### src/pkg/gz_pkg.sv
// Purpose: shared constants and types of the gauge zero-return block
// Assumes: 10 MHz core clock, 32-bit classic wishbone register bus
// Notes:   offsets are byte addresses of aligned words
package gz_pkg;

   // ----------------------------------------------------------------
   // register map
   // ----------------------------------------------------------------
   localparam int          ADR_W        = 8;
   localparam logic [7:0]  OFS_ZR_CMD   = 8'h00;
   localparam logic [7:0]  OFS_ZR_CFG   = 8'h04;
   localparam logic [7:0]  OFS_GCTL     = 8'h08;
   localparam logic [7:0]  OFS_STATUS   = 8'h0C;
   localparam logic [7:0]  OFS_POS0     = 8'h10;
   localparam logic [7:0]  OFS_POS1     = 8'h14;

   // ----------------------------------------------------------------
   // field positions
   // ----------------------------------------------------------------
   localparam int CMD_SEL   = 0;
   localparam int CMD_EN    = 1;
   localparam int CMD_MODE  = 2;
   localparam int CMD_COS   = 4;
   localparam int CFG_W     = 13;
   localparam int CFG_BLANK = 4;
   localparam int CFG_PRE   = 5;
   localparam int CFG_EXT   = 11;
   localparam int CTL_ZLOC  = 7;
   localparam int ST_OT     = 0;
   localparam int ST_UV     = 2;
   localparam int ST_OV     = 3;
   localparam int ST_CAL    = 4;
   localparam int ST_BUSY   = 5;
   localparam int ST_OK     = 7;
   localparam int ST_MOV    = 9;
   localparam int ST_ACC    = 16;
   localparam int POS_W     = 12;
   localparam int ACC_W     = 8;

   // ----------------------------------------------------------------
   // reset values and limits
   // ----------------------------------------------------------------
   localparam logic [12:0] CFG_RST    = 13'h0000;
   localparam logic [7:0]  ACC_THRESH = 8'h20;
   localparam logic [4:0]  CAL_MIN    = 5'h04;
   localparam logic [4:0]  CAL_MAX    = 5'h0F;

   // ----------------------------------------------------------------
   // timing
   // ----------------------------------------------------------------
   localparam int CLK_MHZ        = 10;
   localparam int STEP_UNIT_US   = 800;
   localparam int STEP_UNIT_CYC  = STEP_UNIT_US * CLK_MHZ;
   localparam int BLANK_UNIT_US  = 200;
   localparam int BLANK_UNIT_CYC = BLANK_UNIT_US * CLK_MHZ;
   localparam int TMR_W          = 21;

   typedef enum logic [1:0]
   {
      GZ_IDLE  = 2'b00,
      GZ_BLANK = 2'b01,
      GZ_INTEG = 2'b11
   } gz_eng_e;

endpackage

### src/core/gz_gauge_zero.sv
// Purpose: two-gauge zero-return control, fault flags, register bus
// Assumes: classic wishbone master, async pins pass gz_sync
// Notes:   status read at the ack edge clears latched faults except overtemperature
//
// Overview of operation
// - enable plus auto mode starts zero return
// - mode plus continue bit runs unconditional return
// - busy gauge ignores its commands except abort
// - status shows zero return in progress
// - end stop reports success, frees gauge
// - accumulator loaded with preload before integration
// - step rate from step field and extension
// - counterclockwise full steps when zloc clear, one coil driven
// - integrate open terminal, other end grounded
// - each step: blank, then integrate
// - result above threshold means still moving
// - no motion and continue clear stops, succeeds
// - continue set steps on until enable cleared
// - one gauge zeroing; other request ignored
// - zero position assigned at stall step
// - after reset outputs off, config zero
// - default state on internal or external reset
// - fault flags except overtemperature held until read out
// - overtemperature disables gauge, flag until reenabled
// - overvoltage reported whether gauges enabled or not
// - undervoltage suppressed when both gauges disabled
// - calibration divisor outside 4..15 flags fault
//
// Design decisions made here: the address map and the Wishbone register port.
`timescale 1ns/1ps
module gz_gauge_zero
   import gz_pkg::*;
#(
   parameter int unsigned STEP_CYC = gz_pkg::STEP_UNIT_CYC
)
(
   input  wire logic                 core_clk,
   input  wire logic                 rstn,
   input  wire logic                 ce,
   input  wire logic                 wb_cyc_i,
   input  wire logic                 wb_stb_i,
   input  wire logic                 wb_we_i,
   input  wire logic [gz_pkg::ADR_W-1:0] wb_adr_i,
   input  wire logic [3:0]           wb_sel_i,
   input  wire logic [31:0]          wb_dat_i,
   output logic      [31:0]          wb_dat_o,
   output logic                      wb_ack_o,
   input  wire logic                 por_rst,
   input  wire logic [1:0]           emf_hi,
   input  wire logic [1:0]           ot_pin,
   input  wire logic                 uv_pin,
   input  wire logic                 ov_pin,
   input  wire logic [4:0]           cal_div,
   output logic      [1:0]           gauge_en,
   output logic      [3:0]           gauge0_coil,
   output logic      [3:0]           gauge1_coil,
   output logic      [1:0]           sense_open,
   output logic      [1:0]           sense_gnd
);

   // ----------------------------------------------------------------
   // state
   // ----------------------------------------------------------------
   typedef struct packed
   {
      logic             ack;
      logic [31:0]      rdat;
      logic [CFG_W-1:0] cfg;
      logic [1:0]       en;
      logic             zloc;
      logic [POS_W-1:0] pos0;
      logic [POS_W-1:0] pos1;
      logic [1:0]       ot;
      logic             uv;
      logic             ov;
      logic             cal;
      logic [1:0]       ok;
   } gz_top_s;

   gz_top_s          r_ff;
   gz_top_s          nxt_r;

   logic [6:0]       pins_s;
   logic [1:0]       emf_s;
   logic [1:0]       ot_s;
   logic             uv_s;
   logic             ov_s;
   logic             por_s;

   logic             req;
   logic             wr;
   logic             rd_done;
   logic [31:0]      wd;
   logic [31:0]      stat;
   logic [1:0]       busy;
   logic [1:0]       done;
   logic [1:0]       mov;
   logic [1:0]       integ;
   logic [1:0]       start;
   logic [1:0]       abort;
   logic [ACC_W-1:0] acc0;
   logic [ACC_W-1:0] acc1;
   logic             cmd_wr;
   logic             g;
   logic             cal_bad;

   // ----------------------------------------------------------------
   // helpers
   // ----------------------------------------------------------------
   // byte-lane merge of a write into a register image
   function automatic logic [31:0] merge
   (
      input logic [31:0] old,
      input logic [31:0] nw,
      input logic [3:0]  sel
   );
      logic [31:0] m;
      m = old;
      for (int i = 0; i < 4; i++)
      begin
         if (sel[i])
            m[8*i +: 8] = nw[8*i +: 8];
      end
      return m;
   endfunction

   // sticky flag: event wins over clear
   function automatic logic sticky
   (
      input logic q,
      input logic clr,
      input logic evt
   );
      return (q & ~clr) | evt;
   endfunction

   // ----------------------------------------------------------------
   // pin synchronisers
   // ----------------------------------------------------------------
   gz_sync #(.W(7)) u_sync
   (
      .core_clk (core_clk),
      .rstn     (rstn),
      .ce       (ce),
      .d        ({por_rst, ov_pin, uv_pin, ot_pin, emf_hi}),
      .q        (pins_s)
   );

   assign emf_s = pins_s[1:0];
   assign ot_s  = pins_s[3:2];
   assign uv_s  = pins_s[4];
   assign ov_s  = pins_s[5];
   assign por_s = pins_s[6];

   // ----------------------------------------------------------------
   // bus decode
   // ----------------------------------------------------------------
   assign req     = wb_cyc_i & wb_stb_i;
   // writes and read side effects land on the ack edge
   assign wr      = req & wb_we_i & r_ff.ack;
   assign rd_done = req & ~wb_we_i & r_ff.ack
                    & (wb_adr_i == OFS_STATUS);
   assign cmd_wr  = wr & (wb_adr_i == OFS_ZR_CMD);
   assign wd      = merge(32'h0000_0000, wb_dat_i, wb_sel_i);
   assign g       = wd[CMD_SEL];

   // ----------------------------------------------------------------
   // arbiter and command decode
   // ----------------------------------------------------------------
   always_comb
   begin
      start = 2'b00;
      abort = 2'b00;
      if (cmd_wr && wd[CMD_EN] && wd[CMD_MODE]
          && busy == 2'b00 && r_ff.en[g])
         start[g] = 1'b1;
      if (cmd_wr && !wd[CMD_EN])
         abort[g] = 1'b1;
      abort = abort | ~r_ff.en | ot_s;
   end

   assign cal_bad = (cal_div < CAL_MIN) || (cal_div > CAL_MAX);

   // ----------------------------------------------------------------
   // per-gauge engines
   // ----------------------------------------------------------------
   gz_zero_engine #(.STEP_CYC(STEP_CYC)) u_eng0
   (
      .core_clk (core_clk),
      .rstn     (rstn),
      .ce       (ce),
      .clr      (por_s),
      .start    (start[0]),
      .abort    (abort[0]),
      .cos_in   (wd[CMD_COS]),
      .cfg_in   (r_ff.cfg),
      .ccw      (~r_ff.zloc),
      .emf_hi   (emf_s[0]),
      .busy     (busy[0]),
      .done     (done[0]),
      .moving   (mov[0]),
      .integ    (integ[0]),
      .coil     (gauge0_coil),
      .acc      (acc0)
   );

   gz_zero_engine #(.STEP_CYC(STEP_CYC)) u_eng1
   (
      .core_clk (core_clk),
      .rstn     (rstn),
      .ce       (ce),
      .clr      (por_s),
      .start    (start[1]),
      .abort    (abort[1]),
      .cos_in   (wd[CMD_COS]),
      .cfg_in   (r_ff.cfg),
      .ccw      (~r_ff.zloc),
      .emf_hi   (emf_s[1]),
      .busy     (busy[1]),
      .done     (done[1]),
      .moving   (mov[1]),
      .integ    (integ[1]),
      .coil     (gauge1_coil),
      .acc      (acc1)
   );

   // ----------------------------------------------------------------
   // status word
   // ----------------------------------------------------------------
   always_comb
   begin
      stat                    = 32'h0000_0000;
      stat[ST_OT +: 2]        = r_ff.ot;
      stat[ST_UV]             = r_ff.uv;
      stat[ST_OV]             = r_ff.ov;
      stat[ST_CAL]            = r_ff.cal;
      stat[ST_BUSY +: 2]      = busy;
      stat[ST_OK +: 2]        = r_ff.ok;
      stat[ST_MOV +: 2]       = mov;
      stat[ST_ACC +: ACC_W]   = busy[1] ? acc1 : acc0;
   end

   // ----------------------------------------------------------------
   // next state
   // ----------------------------------------------------------------
   always_comb
   begin
      nxt_r      = r_ff;
      nxt_r.ack  = req & ~r_ff.ack;
      if (req && !r_ff.ack)
      begin
         unique case (wb_adr_i)
            OFS_ZR_CFG: nxt_r.rdat = 32'(r_ff.cfg);
            OFS_GCTL:   nxt_r.rdat = 32'({r_ff.zloc, 5'h00, r_ff.en});
            OFS_STATUS: nxt_r.rdat = stat;
            OFS_POS0:   nxt_r.rdat = 32'(r_ff.pos0);
            OFS_POS1:   nxt_r.rdat = 32'(r_ff.pos1);
            default:    nxt_r.rdat = 32'h0000_0000;
         endcase
      end

      if (wr)
      begin
         unique case (wb_adr_i)
            OFS_ZR_CFG:
               nxt_r.cfg = CFG_W'(merge(32'(r_ff.cfg), wb_dat_i,
                                        wb_sel_i));
            OFS_GCTL:
            begin
               for (int i = 0; i < 2; i++)
               begin
                  if (!busy[i] && wb_sel_i[0])
                  begin
                     nxt_r.en[i] = wb_dat_i[i];
                     if (wb_dat_i[i] && !ot_s[i])
                        nxt_r.ot[i] = 1'b0;
                  end
               end
               if (busy == 2'b00 && wb_sel_i[0])
                  nxt_r.zloc = wb_dat_i[CTL_ZLOC];
            end
            OFS_POS0:
               if (!busy[0])
                  nxt_r.pos0 = POS_W'(merge(32'(r_ff.pos0),
                                            wb_dat_i, wb_sel_i));
            OFS_POS1:
               if (!busy[1])
                  nxt_r.pos1 = POS_W'(merge(32'(r_ff.pos1),
                                            wb_dat_i, wb_sel_i));
            default:
               nxt_r.cfg = r_ff.cfg;
         endcase
      end

      // zero position taken at the stall step
      if (done[0])
         nxt_r.pos0 = '0;
      if (done[1])
         nxt_r.pos1 = '0;

      // overtemperature shuts the gauge and holds its flag
      for (int i = 0; i < 2; i++)
      begin
         if (ot_s[i])
         begin
            nxt_r.en[i] = 1'b0;
            nxt_r.ot[i] = 1'b1;
         end
      end

      nxt_r.uv  = sticky(r_ff.uv, rd_done,
                         uv_s & (r_ff.en != 2'b00));
      nxt_r.ov  = sticky(r_ff.ov, rd_done, ov_s);
      nxt_r.cal = sticky(r_ff.cal, rd_done, cal_bad);
      nxt_r.ok  = {sticky(r_ff.ok[1], rd_done, done[1]),
                   sticky(r_ff.ok[0], rd_done, done[0])};

      if (por_s)
         nxt_r = '0;
   end

   // ----------------------------------------------------------------
   // registers
   // ----------------------------------------------------------------
   always_ff @(posedge core_clk or negedge rstn)
   begin
      if (!rstn)
         r_ff <= '0;
      else if (ce)
         r_ff <= nxt_r;
   end

   // ----------------------------------------------------------------
   // outputs
   // ----------------------------------------------------------------
   assign wb_ack_o   = r_ff.ack;
   assign wb_dat_o   = r_ff.rdat;
   assign gauge_en   = r_ff.en;
   // open terminal sensed while integrating, far end grounded
   assign sense_open = integ;
   assign sense_gnd  = busy;
endmodule

### src/core/gz_sync.sv
// Purpose: two-flop synchroniser for asynchronous pins
// Assumes: inputs may change at any time
// Notes:   first stage is read only by the second
`timescale 1ns/1ps
module gz_sync
#(
   parameter int W = 1
)
(
   input  wire logic         core_clk,
   input  wire logic         rstn,
   input  wire logic         ce,
   input  wire logic [W-1:0] d,
   output logic      [W-1:0] q
);
   typedef struct packed
   {
      logic [W-1:0] s1;
      logic [W-1:0] s2;
   } gz_sync_s;

   gz_sync_s st_ff;
   gz_sync_s nxt_st;

   always_comb
   begin
      nxt_st = st_ff;
      if (ce)
      begin
         nxt_st.s1 = d;
         nxt_st.s2 = st_ff.s1;
      end
   end

   always_ff @(posedge core_clk or negedge rstn)
   begin
      if (!rstn)
         st_ff <= '0;
      else
         st_ff <= nxt_st;
   end

   assign q = st_ff.s2;
endmodule

### src/core/gz_zero_engine.sv
// Purpose: one gauge zero-return stepper with emf integration
// Assumes: emf_hi already synchronised
// Notes:   config is latched at start so each gauge keeps its own
`timescale 1ns/1ps
module gz_zero_engine
   import gz_pkg::*;
#(
   parameter int unsigned STEP_CYC = gz_pkg::STEP_UNIT_CYC
)
(
   input  wire logic                core_clk,
   input  wire logic                rstn,
   input  wire logic                ce,
   input  wire logic                clr,
   input  wire logic                start,
   input  wire logic                abort,
   input  wire logic                cos_in,
   input  wire logic [CFG_W-1:0]    cfg_in,
   input  wire logic                ccw,
   input  wire logic                emf_hi,
   output logic                     busy,
   output logic                     done,
   output logic                     moving,
   output logic                     integ,
   output logic [3:0]               coil,
   output logic [ACC_W-1:0]         acc
);
   typedef struct packed
   {
      gz_eng_e          st;
      logic             cos;
      logic [CFG_W-1:0] cfg;
      logic             ccw;
      logic [1:0]       ph;
      logic [TMR_W-1:0] tmr;
      logic [ACC_W-1:0] acc;
      logic             mov;
      logic             done;
   } gz_eng_s;

   gz_eng_s          s_ff;
   gz_eng_s          nxt_s;
   logic [TMR_W-1:0] step_len;
   logic [TMR_W-1:0] blank_len;
   logic [ACC_W-1:0] pre;

   always_comb
   begin
      step_len  = (TMR_W'(STEP_CYC) * (TMR_W'(16) - TMR_W'(s_ff.cfg[3:0])))
                  << s_ff.cfg[CFG_EXT +: 2];
      blank_len = TMR_W'(BLANK_UNIT_CYC) << s_ff.cfg[CFG_BLANK];
      pre       = ACC_W'(s_ff.cfg[CFG_PRE +: 6]);
      nxt_s      = s_ff;
      nxt_s.done = 1'b0;
      unique case (s_ff.st)
         GZ_IDLE:
            if (start)
            begin
               nxt_s.st  = GZ_BLANK;
               nxt_s.cos = cos_in;
               nxt_s.cfg = cfg_in;
               nxt_s.ccw = ccw;
               nxt_s.tmr = '0;
               nxt_s.mov = 1'b1;
            end
         GZ_BLANK:
         begin
            nxt_s.tmr = s_ff.tmr + 1'b1;
            if (s_ff.tmr >= blank_len - 1'b1)
            begin
               nxt_s.st  = GZ_INTEG;
               nxt_s.acc = pre;
            end
         end
         GZ_INTEG:
         begin
            nxt_s.tmr = s_ff.tmr + 1'b1;
            if (emf_hi && s_ff.acc != '1)
               nxt_s.acc = s_ff.acc + 1'b1;
            if (s_ff.tmr >= step_len - 1'b1)
            begin
               nxt_s.mov = s_ff.acc > ACC_THRESH;
               nxt_s.tmr = '0;
               if (s_ff.acc > ACC_THRESH || s_ff.cos)
               begin
                  nxt_s.st = GZ_BLANK;
                  nxt_s.ph = s_ff.ccw ? s_ff.ph - 1'b1
                                      : s_ff.ph + 1'b1;
               end
               else
               begin
                  nxt_s.st   = GZ_IDLE;
                  nxt_s.done = 1'b1;
                  nxt_s.mov  = 1'b0;
               end
            end
         end
         default:
            nxt_s.st = GZ_IDLE;
      endcase
      if (abort && s_ff.st != GZ_IDLE)
      begin
         nxt_s.st  = GZ_IDLE;
         nxt_s.mov = 1'b0;
      end
      if (clr)
         nxt_s = '0;
   end

   always_ff @(posedge core_clk or negedge rstn)
   begin
      if (!rstn)
         s_ff <= '0;
      else if (ce)
         s_ff <= nxt_s;
   end

   assign busy   = s_ff.st != GZ_IDLE;
   assign done   = s_ff.done;
   assign moving = s_ff.mov;
   assign integ  = s_ff.st == GZ_INTEG;
   // one coil at a time: {b-, a-, b+, a+}
   assign coil   = busy ? 4'h1 << s_ff.ph : 4'h0;
   assign acc    = s_ff.acc;
endmodule

### config.mk
export PLATFORM = sky130hd
export DESIGN_NAME = gz_gauge_zero
export DESIGN_NICKNAME = d
export VERILOG_FILES = /design/src/pkg/gz_pkg.sv /design/src/core/gz_gauge_zero.sv /design/src/core/gz_sync.sv /design/src/core/gz_zero_engine.sv
export SDC_FILE = /design/constraint.sdc
export NUM_CORES = 1
export LEC_CHECK = 0
export BUFFER_PORTS_ARGS = -buffer_cell sky130_fd_sc_hd__buf_2
export CORE_UTILIZATION = 60
export DETAILED_ROUTE_END_ITERATION = 7
export PLACE_DENSITY = 0.8
export REMOVE_ABC_BUFFERS = 1
export SYNTH_ARGS = -nofsm -noshare
export SYNTH_HDL_FRONTEND = slang
export SYNTH_SLANG_ARGS = --single-unit
### constraint.sdc
create_clock -name core_clk -period 9.7 [get_ports core_clk]
set_clock_uncertainty 0.15 [all_clocks]
set_input_delay 1.455 -clock core_clk [delete_from_list [all_inputs] [get_ports core_clk]]
set_output_delay 1.455 -clock core_clk [all_outputs]
set_load 0.01 [all_outputs]
==> flow_summary.json <==
{
  "violations": "design-rule violations",
  "critical_path.most_common_cell": "ha_1",
  "hp-class": "flip-flop to flip-flop",
  "status": "finished, violations left",
  "n_antenna_cell": 0,
  "synth_area_sq_um": 13570,
  "synth_edf_count": 0,
  "yosysSeqAreaShare": 0.3376,
  "track_usage": 0.2870,
  "setup.worst_path.start_class": "flip-flop",
  "max-slew-margin-rel": 0.2580,
  "wirelength_microns": 32620,
  "start_util": 0.6159,
  "postSynthAreaPerCell_sq_um": 8.872,
  "place_congestion": 0.8843,
  "port_buffers": 74,
  "rsz0062_at_grt": "no",
  "path_class": "flip-flop to flip-flop",
  "grt_pass1_vias": 11270,
  "required_ns": 9.90,
  "via_per_inst": 6.434,
  "cts_sinks": 183,
  "dieArea_sq_um": 23220,
  "synthArstFlopShare": 1.000,
  "post_cts_buffers": 0,
  "maxSlewViolCount": 0,
  "dp_hpwl_microns": 23170,
  "ant_nets": 0,
  "finalNonFillerCells": 1819,
  "cts_tree": "yes",
  "synth_seq_cells": 183,
  "dr_total_vias": 11700,
  "register_area_sq_um": 4579,
  "antenna_found_initial": 0,
  "synth.distinct_cells": 81,
  "multi_input_area_sq_um": 8189,
  "final.period_utilization": 0.8608,
  "end_kind": "flip-flop",
  "dr.pass1.iters": 7,
  "final_cell_mix": "nand2_1 (190), dfrtp_1 (183), o21ai_0 (128)",
  "dp.cells": 1787,
  "tightest_slew_ns": 1.113,
  "clock_latency_ns": 0.44,
  "cts-htree-levels": 4,
  "slowest_delay_ns": 0.65,
  "grt.overflow.total": 0,
  "cp.arrival_ns": 8.55,
  "crit_fanout": 23,
  "synthFlopType": "dfrtp_1",
  "cts.clk_slew.worst_paths_ns": 0.08,
  "cts.repair.resized": 0,
  "slowest_stage": "dfrtp_1",
  "nets": 1710,
  "max_freq_mhz": 119.8,
  "ys_warn_count": 0,
  "area_growth_pct": 6.392,
  "post_drt_wl_per_cell_microns": 17.93,
  "coreArea_sq_um": 22030,
  "ios": 109,
  "final_layout_size_suffix_gt1_frac": 0.1085,
  "grt_pass1_wl_microns": 55040,
  "num_rows": 54,
  "finalHoldViolCount": 0,
  "syn_inst": 1529,
  "tns_ns": 0,
  "clockBufferDepth": 2,
  "die_w_microns": 152.4,
  "drv_cap": 0,
  "root_buffer": "clkbuf_16",
  "setup_viol": 0,
  "period_minus_slack_ns": 8.350,
  "grt_max_degree": 110,
  "fill_cells": 1743,
  "die_y_microns": 152.4,
  "numCtsBuffers": 17,
  "drcViolationCount": 5,
  "layout_commonest_cell": "nand2_1",
  "hold_buffers": 0,
  "drt_iter0_markers": 1028
}
[path summary, 6_finish.rpt]
path	slack, ns	to	depth (start not counted)	start
worst max-delay path	1.35	u_eng0.s_ff[26]$_DFFE_PN0P_	28	u_eng0.s_ff[34]$_DFFE_PN0P_
worst min-delay path	0.33	wb_dat_o[10]$_DFFE_PN0P_	2	wb_dat_o[10]$_DFFE_PN0P_
worst max register to register	1.35	u_eng0.s_ff[26]$_DFFE_PN0P_	28	u_eng0.s_ff[34]$_DFFE_PN0P_
worst min register to register	0.33	wb_dat_o[10]$_DFFE_PN0P_	2	wb_dat_o[10]$_DFFE_PN0P_
max in group asynchronous	6.86	u_eng0.s_ff[45]$_DFFE_PN0P_	2	rstn
min in group asynchronous	0.99	u_sync.q[5]$_DFFE_PN0P_	1	rstn
[metal layers]
metal | up-vias | GRT usage | wire (microns)
li1 | 5547 | - | -
met1 | 5621 | 0.3906 | 14200
met2 | 481 | 0.4808 | 15950
met3 | 55 | 0.03413 | 1845
met4 | 0 | 0.08746 | 629
met5 | - | 0 | 0
[worst max-delay path, delay by kind of cell (launching register included)]
family / cells / cell delay, ns
DFF: 1 / 0.65
AOI/OAI and AO/OA: 10 / 2.72
adders and majority gates: 7 / 2.61
buffers and inverters: 3 / 0.32
and+or+nand+nor: 3 / 0.78
xor gates and xnor gates: 4 / 0.89
muxes: 1 / 0.13
[state kept, by name, summed over array words and instances, names as in the netlist]
name,cells
u_eng1.moving,1
u_eng0.done,1
u_eng1.pre,6
wb_ack_o,1
wb_dat_o,21
u_sync.st_ff,7
u_eng0.moving,1
u_eng0.pre,6
u_eng0.acc,8
u_eng1.done,1
u_eng1.acc,8
gauge_en,2
r_ff,45
u_eng0.s_ff,34
u_eng1.s_ff,34
u_sync.q,7
[metrics by stage]
stage	setup WS, ns	area (sq um)	hold slack, ns	utilization
2_1_floorplan	2.083	13010	0.2981	-
3_3_place_gp	1.593	13800	0.3097	0.6267
3_5_place_dp	1.470	13800	0.3163	0.6267
4_1_cts	1.434	14430	0.3338	0.6552
5_1_grt	0.7198	14430	0.3553	0.6552
6_report	1.350	14430	0.3287	0.6552
[cell families (layout without fill, tap and decap cells)]
family,count (synthesis),count (layout),synth area share
AOI/OAI and AO/OA,427,427,0.2093
xor gates and xnor gates,61,61,0.03938
adders and majority gates,122,122,0.1203
buffers and inverters,180,180,0.06207
DFF,183,183,0.3376
muxes,62,62,0.04990
other,1,11,0.0002764
and+or+nand+nor,493,493,0.1812
[cells in the mapped netlist (all sizes together) (21+ instances only)]
master	count	area, sq um
nand4	21	131.4
nor2	73	274.0
o31ai	47	366.6
mux2i	35	350.3
mux2	25	281.5
dfrtp	183	4579
buf	62	397.9
o21ai	131	659.4
xnor2	36	315.3
xor2	25	219.0
nand3	50	250.2
and3	23	143.9
clkbuf	52	196.4
nand2	190	713.2
inv	64	240.2
ha	108	1351
a21o	29	217.7
nor3	36	180.2
o2bb2ai	21	183.9
a21oi	68	340.3
[cell type report]
cell class                      count  share of cell area
Timing Repair Buffer               82             0.03026
Tap cell                          280             0.02427
Sequential cell                   183              0.3173
Multi-Input combinational cell   1176              0.5674
Inverter                           66             0.01717
Clock buffer                       17             0.02948
Clock inverter                     15             0.01413
Power is not shown: default switching activity piles up to over one toggle a cycle in this logic, so the estimate is an artifact.
